<file path="src/crc_consts.svh">
// Purpose: Constants for the console run control block.
// Assumes: 20 MHz CLK; operator inputs are asynchronous pins.
// Notes: Offsets are byte addresses on the AXI4-Lite slave.
`ifndef CRC_CONSTS_SVH
`define CRC_CONSTS_SVH
`define CRC_CLK_HZ 20000000
`define CRC_LOAD_REVERT_NS 2000
`define CRC_LOAD_REVERT_CYC ((`CRC_LOAD_REVERT_NS * (`CRC_CLK_HZ / 1000000)) / 1000)
`define CRC_BOOT_ADDR 16'h0140
`define CRC_OFF_CTRL 4'h0
`define CRC_OFF_STAT 4'h4
`define CRC_OFF_CHAN 4'h8
`define CRC_OFF_FAULT 4'hC
`define CRC_CTRL_RESET 32'h0000_0000
`endif

</file>
<file path="src/crc_pkg.sv">
// Purpose: Types for the console run control block.
// Assumes: Included constants header supplies numbers.
// Notes: Mode order is fixed by the status register layout.
package crc_pkg;
  typedef enum logic [1:0] {CRC_RUN, CRC_PHASE, CRC_ISTEP, CRC_LOAD} crc_mode_e;
  typedef enum logic [1:0] {CRC_IDLE, CRC_ARMED, CRC_FIRED} crc_start_e;
endpackage : crc_pkg

</file>
<file path="src/crc_sync_edge.sv">
// Purpose: Two-flop synchroniser with rising-edge pulse.
// Assumes: Input is asynchronous to clk.
// Notes: First stage feeds only the second stage.
module crc_sync_edge #(
  parameter int W = 1
) (
  input wire logic clk,
  input wire logic rst_b,
  input wire logic [W-1:0] din,
  output logic [W-1:0] level,
  output logic [W-1:0] rise
);
  logic [W-1:0] s1_r;
  logic [W-1:0] s2_r;
  logic [W-1:0] s3_r;
  initial begin
    if (W < 1) $error("crc_sync_edge: W must be positive");
  end
  // Synchronise then remember last level for edge detection
  always_ff @(posedge clk or negedge rst_b) begin
    if (!rst_b) begin
      s1_r <= '0;
      s2_r <= '0;
      s3_r <= '0;
    end else begin
      s1_r <= din;
      s2_r <= s1_r;
      s3_r <= s2_r;
    end
  end
  assign level = s2_r;
  assign rise = s2_r & ~s3_r;
endmodule : crc_sync_edge

</file>
<file path="src/crc_console.sv">
// Purpose: Start/stop, clear and mode-select logic of the operator console.
// Assumes: Panel switches arrive asynchronously; cpu status strobes are on CLK.
// Notes: Master clear scope depends on the run state at the press.
//
// The register addresses and register access over AXI4-Lite are this design's own decisions.
`include "crc_consts.svh"
module crc_console import crc_pkg::*; #(
  parameter int REVERT_CYC = `CRC_LOAD_REVERT_CYC
) (
  input wire logic CLK,
  input wire logic RST_B,
  input wire logic SW_START_STEP,
  input wire logic SW_RESTART,
  input wire logic OSC_PULSE,
  input wire logic SW_CHAN_CLEAR,
  input wire logic SW_MASTER_CLEAR,
  input wire logic [3:0] MODE_BUTTON,
  input wire logic [1:0] SEQUENCE_HALT_SELECTOR,
  input wire logic PROG_STOP,
  input wire logic FMT1_READ_END,
  input wire logic MAJOR_SEQ_END,
  input wire logic FETCH_DONE,
  input wire logic VOLT_FAULT_IN,
  input wire logic PROG_FAULT_IN,
  input wire logic PROT_VIOL_IN,
  output logic RUN,
  output logic PROGRAM_RUN_B,
  output logic INSTRUCTION_STEP_MODE,
  output logic PHASE_STEP,
  output logic LOAD_MODE_B,
  output logic FORCE_BOOT,
  output logic [15:0] BOOT_ADDR,
  output logic [3:0] PHASE_PULSE,
  output logic CHAN_CLEAR,
  output logic CHAN_SET,
  output logic MASTER_CLEAR_ALL,
  output logic MASTER_CLEAR_FAULTS,
  output logic VOLT_FAULT,
  output logic PROG_FAULT,
  output logic PROT_FAULT,
  input wire logic [3:0] S_AXI_AWADDR,
  input wire logic S_AXI_AWVALID,
  output logic S_AXI_AWREADY,
  input wire logic [31:0] S_AXI_WDATA,
  input wire logic [3:0] S_AXI_WSTRB,
  input wire logic S_AXI_WVALID,
  output logic S_AXI_WREADY,
  output logic [1:0] S_AXI_BRESP,
  output logic S_AXI_BVALID,
  input wire logic S_AXI_BREADY,
  input wire logic [3:0] S_AXI_ARADDR,
  input wire logic S_AXI_ARVALID,
  output logic S_AXI_ARREADY,
  output logic [31:0] S_AXI_RDATA,
  output logic [1:0] S_AXI_RRESP,
  output logic S_AXI_RVALID,
  input wire logic S_AXI_RREADY
);
  localparam int CW = $clog2(REVERT_CYC + 1);
  initial begin
    if (REVERT_CYC < 1) $error("crc_console: REVERT_CYC must be at least 1");
  end

  // Reset release through two flops
  logic rst_s1_r;
  logic rst_r;
  always_ff @(posedge CLK or negedge RST_B) begin
    if (!RST_B) begin
      rst_s1_r <= 1'b0;
      rst_r <= 1'b0;
    end else begin
      rst_s1_r <= 1'b1;
      rst_r <= rst_s1_r;
    end
  end

  // Panel inputs: synchronised, with one-cycle rising edges
  // Bit 0 is a spare tied low so that pin bits count from one
  logic [11:0] pin_lvl;
  logic [11:0] pin_rise;
  crc_sync_edge #(.W(12)) u_sync (
    .clk(CLK),
    .rst_b(rst_r),
    .din({SEQUENCE_HALT_SELECTOR, MODE_BUTTON, SW_MASTER_CLEAR, SW_CHAN_CLEAR,
          OSC_PULSE, SW_RESTART, SW_START_STEP, 1'b0}),
    .level(pin_lvl),
    .rise(pin_rise)
  );
  wire start_rise = pin_rise[1];
  wire restart_lvl = pin_lvl[2];
  wire osc_rise = pin_rise[3];
  wire chan_clr_req = pin_rise[4];
  wire mclr_req = pin_rise[5];
  wire [3:0] btn_rise = pin_rise[9:6];
  wire sel_stop = pin_lvl[10];
  wire sel_seq = pin_lvl[11];

  // AXI4-Lite control register: bit0 soft start, bit1 soft stop (self-clearing)
  logic soft_start_r;
  logic soft_stop_r;

  // Mode selection
  crc_mode_e mode_r;
  crc_mode_e mode_nxt;
  logic run_r;
  logic [CW-1:0] revert_cnt_r;
  logic boot_r;
  logic [1:0] phase_r;
  logic [3:0] phase_pulse_r;
  logic volt_r;
  logic prog_r;
  logic prot_r;
  logic chan_clr_r;
  logic mclr_all_r;
  logic mclr_flt_r;

  // Mode decode feeds several outputs, so it lives in one place
  function automatic logic [3:0] mode_hot(input crc_mode_e m);
    mode_hot = 4'h0;
    case (m)
      CRC_RUN: mode_hot = 4'h1;
      CRC_PHASE: mode_hot = 4'h2;
      CRC_ISTEP: mode_hot = 4'h4;
      CRC_LOAD: mode_hot = 4'h8;
      default: mode_hot = 4'h0;
    endcase
  endfunction : mode_hot
  // One-hot view {load, istep, phase, run}; the encoded register cannot hold two modes
  wire [3:0] mode_oh = mode_hot(mode_r);

  // Single start per press or pulse; restart must be held while the pulse arrives
  wire start_req = start_rise | (restart_lvl & osc_rise) | soft_start_r;
  wire phase_mode = (mode_r == CRC_PHASE);
  // A start while running is dropped, not queued: one start per actuation
  wire go_run = start_req & ~phase_mode & ~run_r;
  wire step_phase = start_req & phase_mode;
  wire stop_run = (mode_r == CRC_RUN) & (PROG_STOP | sel_stop);
  wire stop_istep = (mode_r == CRC_ISTEP) &
                    ((~sel_seq & ~sel_stop & FMT1_READ_END) | (sel_seq & MAJOR_SEQ_END));
  wire stop_any = stop_run | stop_istep | soft_stop_r;
  // Revert is judged on the counter, so a load run lasts a fixed number of cycles
  wire revert_done = (mode_r == CRC_LOAD) & run_r & (revert_cnt_r == CW'(REVERT_CYC));
  // Clear scope follows the run flag and phase mode at the press: a running or phase-stepping machine keeps all but its fault flags
  wire idle_clear = mclr_req & ~run_r & ~phase_mode;

  // Button decode: the lowest pressed button wins so one mode results
  always_comb begin
    mode_nxt = mode_r;
    if (btn_rise[0]) mode_nxt = CRC_RUN;
    else if (btn_rise[1]) mode_nxt = CRC_PHASE;
    else if (btn_rise[2]) mode_nxt = CRC_ISTEP;
    else if (btn_rise[3]) mode_nxt = CRC_LOAD;
    else if (revert_done) mode_nxt = CRC_RUN;
    if (idle_clear) mode_nxt = CRC_RUN;
  end

  // Mode register holds one encoded value so only one mode can ever be active
  always_ff @(posedge CLK or negedge rst_r) begin
    if (!rst_r) mode_r <= CRC_RUN;
    else mode_r <= mode_nxt;
  end

  // Run flag: set on start, cleared by any stop or a full master clear
  // Stop outranks start, so a stop and a start together leave the machine halted
  always_ff @(posedge CLK or negedge rst_r) begin
    if (!rst_r) run_r <= 1'b0;
    else if (stop_any | idle_clear) run_r <= 1'b0;
    else if (go_run) run_r <= 1'b1;
  end

  // Load mode timer counts run cycles toward the revert point
  always_ff @(posedge CLK or negedge rst_r) begin
    if (!rst_r) revert_cnt_r <= '0;
    else if (mode_r != CRC_LOAD || !run_r) revert_cnt_r <= '0;
    else if (!revert_done) revert_cnt_r <= revert_cnt_r + CW'(1);
  end

  // Boot fetch forcing: raised on load start, dropped once fetched
  // Leaving load mode also drops it, so a missing fetch acknowledge cannot pin it high
  always_ff @(posedge CLK or negedge rst_r) begin
    if (!rst_r) boot_r <= 1'b0;
    else if (go_run && mode_r == CRC_LOAD) boot_r <= 1'b1;
    else if (FETCH_DONE || mode_r != CRC_LOAD) boot_r <= 1'b0;
  end

  // Phase step: emit one phase pulse per press, then advance
  always_ff @(posedge CLK or negedge rst_r) begin
    if (!rst_r) begin
      phase_r <= 2'h0;
      phase_pulse_r <= 4'h0;
    end else begin
      phase_pulse_r <= step_phase ? (4'h1 << phase_r) : 4'h0;
      if (step_phase) phase_r <= phase_r + 2'h1;
      else if (idle_clear) phase_r <= 2'h0;
    end
  end

  // Fault flags: set wins over master clear
  // Losing a fault that lands with the clear would hide the event from software
  always_ff @(posedge CLK or negedge rst_r) begin
    if (!rst_r) begin
      volt_r <= 1'b0;
      prog_r <= 1'b0;
      prot_r <= 1'b0;
    end else begin
      volt_r <= VOLT_FAULT_IN | (volt_r & ~mclr_req);
      prog_r <= PROG_FAULT_IN | (prog_r & ~mclr_req);
      prot_r <= PROT_VIOL_IN | (prot_r & ~mclr_req);
    end
  end

  // Clear strobes registered to keep outputs glitch-free
  // Channel clear and set share one strobe because both groups act on one press
  always_ff @(posedge CLK or negedge rst_r) begin
    if (!rst_r) begin
      chan_clr_r <= 1'b0;
      mclr_all_r <= 1'b0;
      mclr_flt_r <= 1'b0;
    end else begin
      chan_clr_r <= chan_clr_req | idle_clear;
      mclr_all_r <= idle_clear;
      mclr_flt_r <= mclr_req;
    end
  end

  assign RUN = run_r;
  assign PROGRAM_RUN_B = ~mode_oh[0];
  assign INSTRUCTION_STEP_MODE = mode_oh[2];
  assign PHASE_STEP = mode_oh[1];
  assign LOAD_MODE_B = ~mode_oh[3];
  assign FORCE_BOOT = boot_r;
  assign BOOT_ADDR = `CRC_BOOT_ADDR;
  assign PHASE_PULSE = phase_pulse_r;
  assign CHAN_CLEAR = chan_clr_r;
  assign CHAN_SET = chan_clr_r;
  assign MASTER_CLEAR_ALL = mclr_all_r;
  assign MASTER_CLEAR_FAULTS = mclr_flt_r;
  assign VOLT_FAULT = volt_r;
  assign PROG_FAULT = prog_r;
  assign PROT_FAULT = prot_r;

  // AXI4-Lite slave: address and data taken in either order, one write and read
  logic aw_ok_r;
  logic w_ok_r;
  logic [3:0] awaddr_r;
  logic [31:0] wdata_r;
  logic bvalid_r;
  logic [1:0] bresp_r;
  logic rvalid_r;
  logic [31:0] rdata_r;
  logic [1:0] rresp_r;
  logic wstrb0_r;
  // Address map shared by the write and read decoders; one bit per register
  function automatic logic [3:0] reg_hit(input logic [3:0] a);
    reg_hit = 4'h0;
    case (a)
      `CRC_OFF_CTRL: reg_hit = 4'h1;
      `CRC_OFF_STAT: reg_hit = 4'h2;
      `CRC_OFF_CHAN: reg_hit = 4'h4;
      `CRC_OFF_FAULT: reg_hit = 4'h8;
      default: reg_hit = 4'h0;
    endcase
  endfunction : reg_hit
  wire [3:0] wr_hit = reg_hit(awaddr_r);
  wire [3:0] rd_hit = reg_hit(S_AXI_ARADDR);
  wire aw_take = S_AXI_AWVALID & ~aw_ok_r & ~bvalid_r;
  wire w_take = S_AXI_WVALID & ~w_ok_r & ~bvalid_r;
  wire wr_go = aw_ok_r & w_ok_r;
  wire wr_ctrl = wr_go & wr_hit[0] & wstrb0_r;
  wire wr_known = wr_hit[0];
  wire ar_take = S_AXI_ARVALID & ~rvalid_r;
  // Status words are built from live flags, so a read returns the state at its address edge
  wire [31:0] stat_word = {27'h0, run_r, 2'h0, mode_r};
  wire [31:0] chan_word = {30'h0, phase_r};
  wire [31:0] flt_word = {29'h0, prot_r, prog_r, volt_r};
  wire rd_known = |rd_hit;
  wire [31:0] rd_word = rd_hit[1] ? stat_word :
                        rd_hit[2] ? chan_word :
                        rd_hit[3] ? flt_word : `CRC_CTRL_RESET;

  // Write path
  // The strobe is kept with the data, since the master may change it once W is taken
  always_ff @(posedge CLK or negedge rst_r) begin
    if (!rst_r) begin
      aw_ok_r <= 1'b0;
      w_ok_r <= 1'b0;
      awaddr_r <= 4'h0;
      wdata_r <= 32'h0;
      wstrb0_r <= 1'b0;
      bvalid_r <= 1'b0;
      bresp_r <= 2'h0;
    end else begin
      if (aw_take) begin
        aw_ok_r <= 1'b1;
        awaddr_r <= S_AXI_AWADDR;
      end
      if (w_take) begin
        w_ok_r <= 1'b1;
        wdata_r <= S_AXI_WDATA;
        wstrb0_r <= S_AXI_WSTRB[0];
      end
      if (wr_go) begin
        aw_ok_r <= 1'b0;
        w_ok_r <= 1'b0;
        bvalid_r <= 1'b1;
        bresp_r <= wr_known ? 2'h0 : 2'h2;
      end else if (bvalid_r && S_AXI_BREADY) begin
        bvalid_r <= 1'b0;
      end
    end
  end

  // Soft start and stop are one-cycle pulses from a control write
  always_ff @(posedge CLK or negedge rst_r) begin
    if (!rst_r) begin
      soft_start_r <= 1'b0;
      soft_stop_r <= 1'b0;
    end else begin
      soft_start_r <= wr_ctrl & wdata_r[0];
      soft_stop_r <= wr_ctrl & wdata_r[1];
    end
  end

  // Read path; unmapped addresses answer SLVERR with zero data
  // One read at a time, so the address decode can stay combinational up to the take
  always_ff @(posedge CLK or negedge rst_r) begin
    if (!rst_r) begin
      rvalid_r <= 1'b0;
      rdata_r <= 32'h0;
      rresp_r <= 2'h0;
    end else if (ar_take) begin
      rvalid_r <= 1'b1;
      rdata_r <= rd_word;
      rresp_r <= rd_known ? 2'h0 : 2'h2;
    end else if (rvalid_r && S_AXI_RREADY) begin
      rvalid_r <= 1'b0;
    end
  end

  // Ready stays low until the internal reset lets go, so no transfer is swallowed
  assign S_AXI_AWREADY = rst_r & ~aw_ok_r & ~bvalid_r;
  assign S_AXI_WREADY = rst_r & ~w_ok_r & ~bvalid_r;
  assign S_AXI_BVALID = bvalid_r;
  assign S_AXI_BRESP = bresp_r;
  assign S_AXI_ARREADY = rst_r & ~rvalid_r;
  assign S_AXI_RVALID = rvalid_r;
  assign S_AXI_RDATA = rdata_r;
  assign S_AXI_RRESP = rresp_r;
endmodule : crc_console

</file>
<file path="config.mk">
export PLATFORM = sky130hd
export DESIGN_NAME = crc_console
export DESIGN_NICKNAME = d
export VERILOG_FILES = /design/src/crc_pkg.sv /design/src/crc_sync_edge.sv /design/src/crc_console.sv
export VERILOG_INCLUDE_DIRS = /design/src
export SDC_FILE = /design/constraint.sdc
export NUM_CORES = 1
export LEC_CHECK = 0
export BUFFER_PORTS_ARGS = -buffer_cell sky130_fd_sc_hd__buf_2
export CORE_ASPECT_RATIO = 1.75
export CORE_MARGIN = 8
export CORE_UTILIZATION = 47
export DETAILED_ROUTE_END_ITERATION = 7
export HOLD_SLACK_MARGIN = 0.08
export PLACE_DENSITY = 0.8
export REMOVE_ABC_BUFFERS = 1
export SYNTH_ARGS = -nofsm -noshare
export SYNTH_HDL_FRONTEND = slang
export SYNTH_SLANG_ARGS = --single-unit
</file>
<file path="constraint.sdc">
create_clock -name CLK -period 2.94 [get_ports CLK]
set_input_delay 0.147 -clock CLK [delete_from_list [all_inputs] [get_ports CLK]]
set_output_delay 0.147 -clock CLK [all_outputs]
set_load 0.005 [all_outputs]
</file>
Yosys cells after proc, flatten, opt, wreduce, memory -nomap -nowiden
Index checks and enable logic that the tools add are counted.
{ "word_totals": {"ff_bits": 104, "inputBits": 69, "output_inout_bits": 74} }
{ "op_classes": {"addsub": 2, "n_eq_ne": 12, "n_shift": 1, "mux": 31, "bitwise": 55, "reduce_logical": 18} }
{ "op_table": {"columns": ["op", "n"], "rows": [
  ["$pmux 4 s4", 2],
  ["$and 1x1->1", 31],
  ["$mux 2", 10],
  ["$eq 4x4->1 const B", 4],
  ["$reduce_bool 2->1", 7],
  ["$mux 1", 12],
  ["$mux 6", 2],
  ["$not 1->1", 11],
  ["$or 1x1->1", 11],
  ["$and 10x10->10", 1],
  ["$not 10->10", 1],
  ["$eq 4x3->1 const B", 2],
  ["$logic_not 4->1", 2],
  ["$add 6x1->6 const B", 1],
  ["$eq 6x6->1 const B", 1],
  ["$mux 3", 2],
  ["$reduce_bool 6->1", 1],
  ["$mux 5", 1],
  ["$eq 2x2->1 const B", 2],
  ["$mux 4", 1],
  ["$pmux 1 s4", 1],
  ["$reduce_or 4->1", 1],
  ["$shl 1x2->4 const A", 1],
  ["$logic_and 1x1->1", 3],
  ["other kinds (7)", 8]
]} }

Longest topological paths before layout
{ "logic_depth": {"word_depth": 9, "mapped_depth": 5} }

Cells and area by module
A second synthesis with hierarchy kept.
{ "hier_totals": {"hier_cells": 255, "hier_area_um2": 3283.1} }
{ "modules_own_cells": {"columns": ["module", "n_inst", "cells_per_inst", "area_per_inst_um2"], "rows": [
  ["crc_console", 1, 207, 2217.1],
  ["crc_sync_edge", 1, 48, 1066.0]
]} }

Worst setup path after synthesis
OpenSTA, ideal clock, no wires.
{ "synth_path": {"path_kind": "reg2out", "from": "reg rst_r", "to": "out S_AXI_AWREADY", "arrival_ps": 2218, "required_time_ps": 2793, "slack_ps": 575, "path_stages_with_launch": 3, "path_buffers": 0, "path_cell_list": "dfrtp_1 -> nand2_1 -> nor2_1"} }
{ "synth_via": {"elab_chain_cells": 2} }
{ "synth_rtl": {"columns": ["item", "line", "text"], "rows": [
  ["start: declaration", "crc_console.sv:66", "logic rst_r;"],
  ["start signal: assignment", "crc_console.sv:73", "rst_r <= rst_s1_r;"],
  ["$and 1x1->1 (2 in a row)", "crc_console.sv:341", "assign S_AXI_AWREADY = rst_r & ~aw_ok_r & ~bvalid_r;"],
  ["end: declaration", "crc_console.sv:43", "output logic S_AXI_AWREADY,"]
]} }
Every way passes these cells.

Final worst setup path
Same ends and word-level chain as after synthesis.

==> results.json <==
{
  "setup-tns-final_ps": 0,
  "num-fill-cells": 497,
  "crit_arrival_ps": 1350,
  "antenna_left": 0,
  "synth_cells": 254,
  "fmax_mhz": 668,
  "ys_seq_elements": 73,
  "drive_gt1_share_pct": 29.1,
  "drt_wl_total_um": 6110,
  "core_area_um2": 6490,
  "crit_type": "flop to output pin",
  "worstSkewPairLatency_ps": 320,
  "synth_edf_count": 0,
  "numCtsBuffers": 9,
  "dr.pass1.iters": 4,
  "cts_root_buf": "clkbuf_16",
  "drcViolationCount": 0,
  "cts_tree": "yes",
  "fin_crit_sh_pct": 50.9,
  "maxCapViolCount": 0,
  "critPathMaxFanout": 29,
  "avgSynthCellArea_um2": 12.3,
  "ys.warnings.count": 0,
  "syn2layout_area_growth_pct": 24.3,
  "num_io_pins": 143,
  "die-height_um": 124,
  "start_kind": "flop",
  "hold_viol_final": 0,
  "h-tree-depth": 3,
  "rsz0062_at_grt": "false",
  "hold_depth": 3,
  "status": "complete, no violations",
  "worst_pin_slew_ps": 546,
  "rr_worst_depth": 3,
  "nets": 421,
  "ys.flop_type": "dfrtp_1",
  "synth_cell_types": 51,
  "cp-end-kind": "output pin",
  "grt_pass1_wl_um": 10200,
  "die_w_um": 77.6,
  "placed_cell_area_um2": 3330,
  "synth_area_um2": 3130,
  "setup_viol": 0,
  "timing.rr.start": "mode_r[0]",
  "gp_congestion": 0.798,
  "hp-start": "FETCH_DONE",
  "grt_max_degree": 46,
  "diodes": 0,
  "finalMaxSlewViolations": 0,
  "layout_min_cycle_time_ps": 1500,
  "relSlewSlack_pct": 63.6,
  "leakagePower_nw": 1.96,
  "viasPerCell": 4.63,
  "fin_skew_ps": 4.86,
  "r2r_end": "mode_r[1]",
  "synth_top_area_share_pct": 58.4,
  "yosys-top-cells-count": "73 x dfrtp_1, 47 x buf_4, 17 x inv_1",
  "wire_per_inst_um": 14.1,
  "min_path_type": "input pin to flop",
  "crit_required_ps": 2790,
  "cts.clk_slew.worst_paths_ps": 50,
  "dieArea_um2": 9620,
  "irDropWorstVdd_mv": 0.509,
  "holdPathEnd": "FORCE_BOOT",
  "grt_pass1_vias": 2254,
  "via_count": 2005,
  "synthTopCellsByArea": "dfrtp_1 58%, buf_4 11%, ha_1 2.4%",
  "final_area_um2": 3880,
  "yosysSeqAreaShare_pct": 58.4,
  "r2r_slack_ps": 1610,
  "rows": 39,
  "start_util_pct": 48.2,
  "hpwl_um": 4280,
  "ys_async_sr_fraction_pct": 100,
  "overflow": 0,
  "cts.path.max_buffers": 2,
  "track_usage_pct": 13.3,
  "synth_area_leader_cell": "dfrtp_1",
  "p_per_area_nw_per_um2": 730,
  "antenna_found_initial": 0,
  "io_buffers": 63,
  "drt_iter0_drc": 81,
  "yosysMostFrequentCell": "dfrtp_1",
  "post_cts_buffers": 0,
  "clkSinkCount": 73
}
[sequential cells by signal, summed over array words and instances (netlist names), 4 cells and up]
| signal | count |
|---|---|
| revert_cnt_r | 6 |
| PHASE_PULSE | 4 |
| awaddr_r | 4 |
| u_sync.s3_r | 8 |
| S_AXI_RDATA | 4 |
| u_sync.s1_r | 11 |
| u_sync.level | 11 |
[layout by cell type, fill, tap and decap left out, types with 6 or more instances in the layout]
cell / Yosys / final
a21o_1: 6 / 6
a21oi_1: 8 / 8
buf_2: 1 / 63
clkbuf_16: 0 / 9
conb_1: 2 / 47
dfrtp_1: 73 / 72
dlygate4sd3_1: 0 / 24
ha_1: 6 / 6
inv_1: 17 / 17
nand2_1: 7 / 7
nand2b_1: 6 / 6
[power by group]
part           switching (mW)  internal (mW)  leakage, nW  total (mW)
combinational           0.212          0.246        0.914       0.457
sequential              0.134           1.15        0.890        1.28
clock                   0.368          0.725        0.153        1.09
total                   0.714           2.12         1.96        2.83
[metal layers]
metal	global-route usage, %	up-vias	part of all wire [%]
met3	4.77	13	7.6
met2	22.7	84	50
met5	0	-	0
li1	-	948	-
met1	13.6	960	39
met4	8.19	0	2.6
[what timing repair did]
item	4_1_cts	5_1_grt
hold buffers	24	0
endpoints found under the hold margin	25	0
gates resized for setup	0	0
[how the worst max path moves through the flow]
stage / start / slack (ps) / depth (start not counted) / end
3_3_place_gp: mode_r[1] / 1630 / 4 / phase_r[1]
2_1_floorplan: rst_r / 580 / 2 / S_AXI_AWREADY
6_report: rst_r / 1440 / 3 / S_AXI_AWREADY
5_1_grt: rst_r / 1320 / 3 / S_AXI_AWREADY
4_1_cts: rst_r / 1400 / 3 / S_AXI_AWREADY
3_5_place_dp: mode_r[1] / 1600 / 4 / PHASE_PULSE[1]
[metrics by stage]
step	std cells	total power [mW]	hold slack, ps	util (%)	setup WS (ps)
final	433	2.83	101	59.8	1440
after CTS	433	2.86	109	59.8	1400
after detailed placement	393	1.73	-63.8	51.4	1600
after global placement	393	1.71	-68.5	51.4	1630
after floorplan	247	1.56	-149	-	575
after global routing	433	3.00	124	59.8	1320
[final cells by class]
cell class                 count  area (µm²)  area share (%)
timing repair buffer          88         563            14.5
multi-input combinational    155        1000            25.8
tap                           82         103            2.64
clock inverter                 2        35.0           0.902
clock buffer                  14         274            7.06
inverter                      19        76.3            1.97
sequential                    73        1830            47.1
[critical path: stages, from the launching register on]
cell	delay [ps]
dfrtp_4	650
nand2_1	130
nor2_1	110
buf_2	120
[cells by family after synthesis]
group | Yosys count | share of synthesized area (%)
AOI/OAI and AO/OA | 40 | 9.25
muxes | 8 | 3.32
other | 2 | 0.240
adders and majority gates | 6 | 2.40
and+or+nand+nor | 51 | 10.6
DFF | 73 | 58.4
xor gates and xnor gates | 3 | 0.841
buffers and inverters | 71 | 14.9
Power figures use the tool's default switching activity.
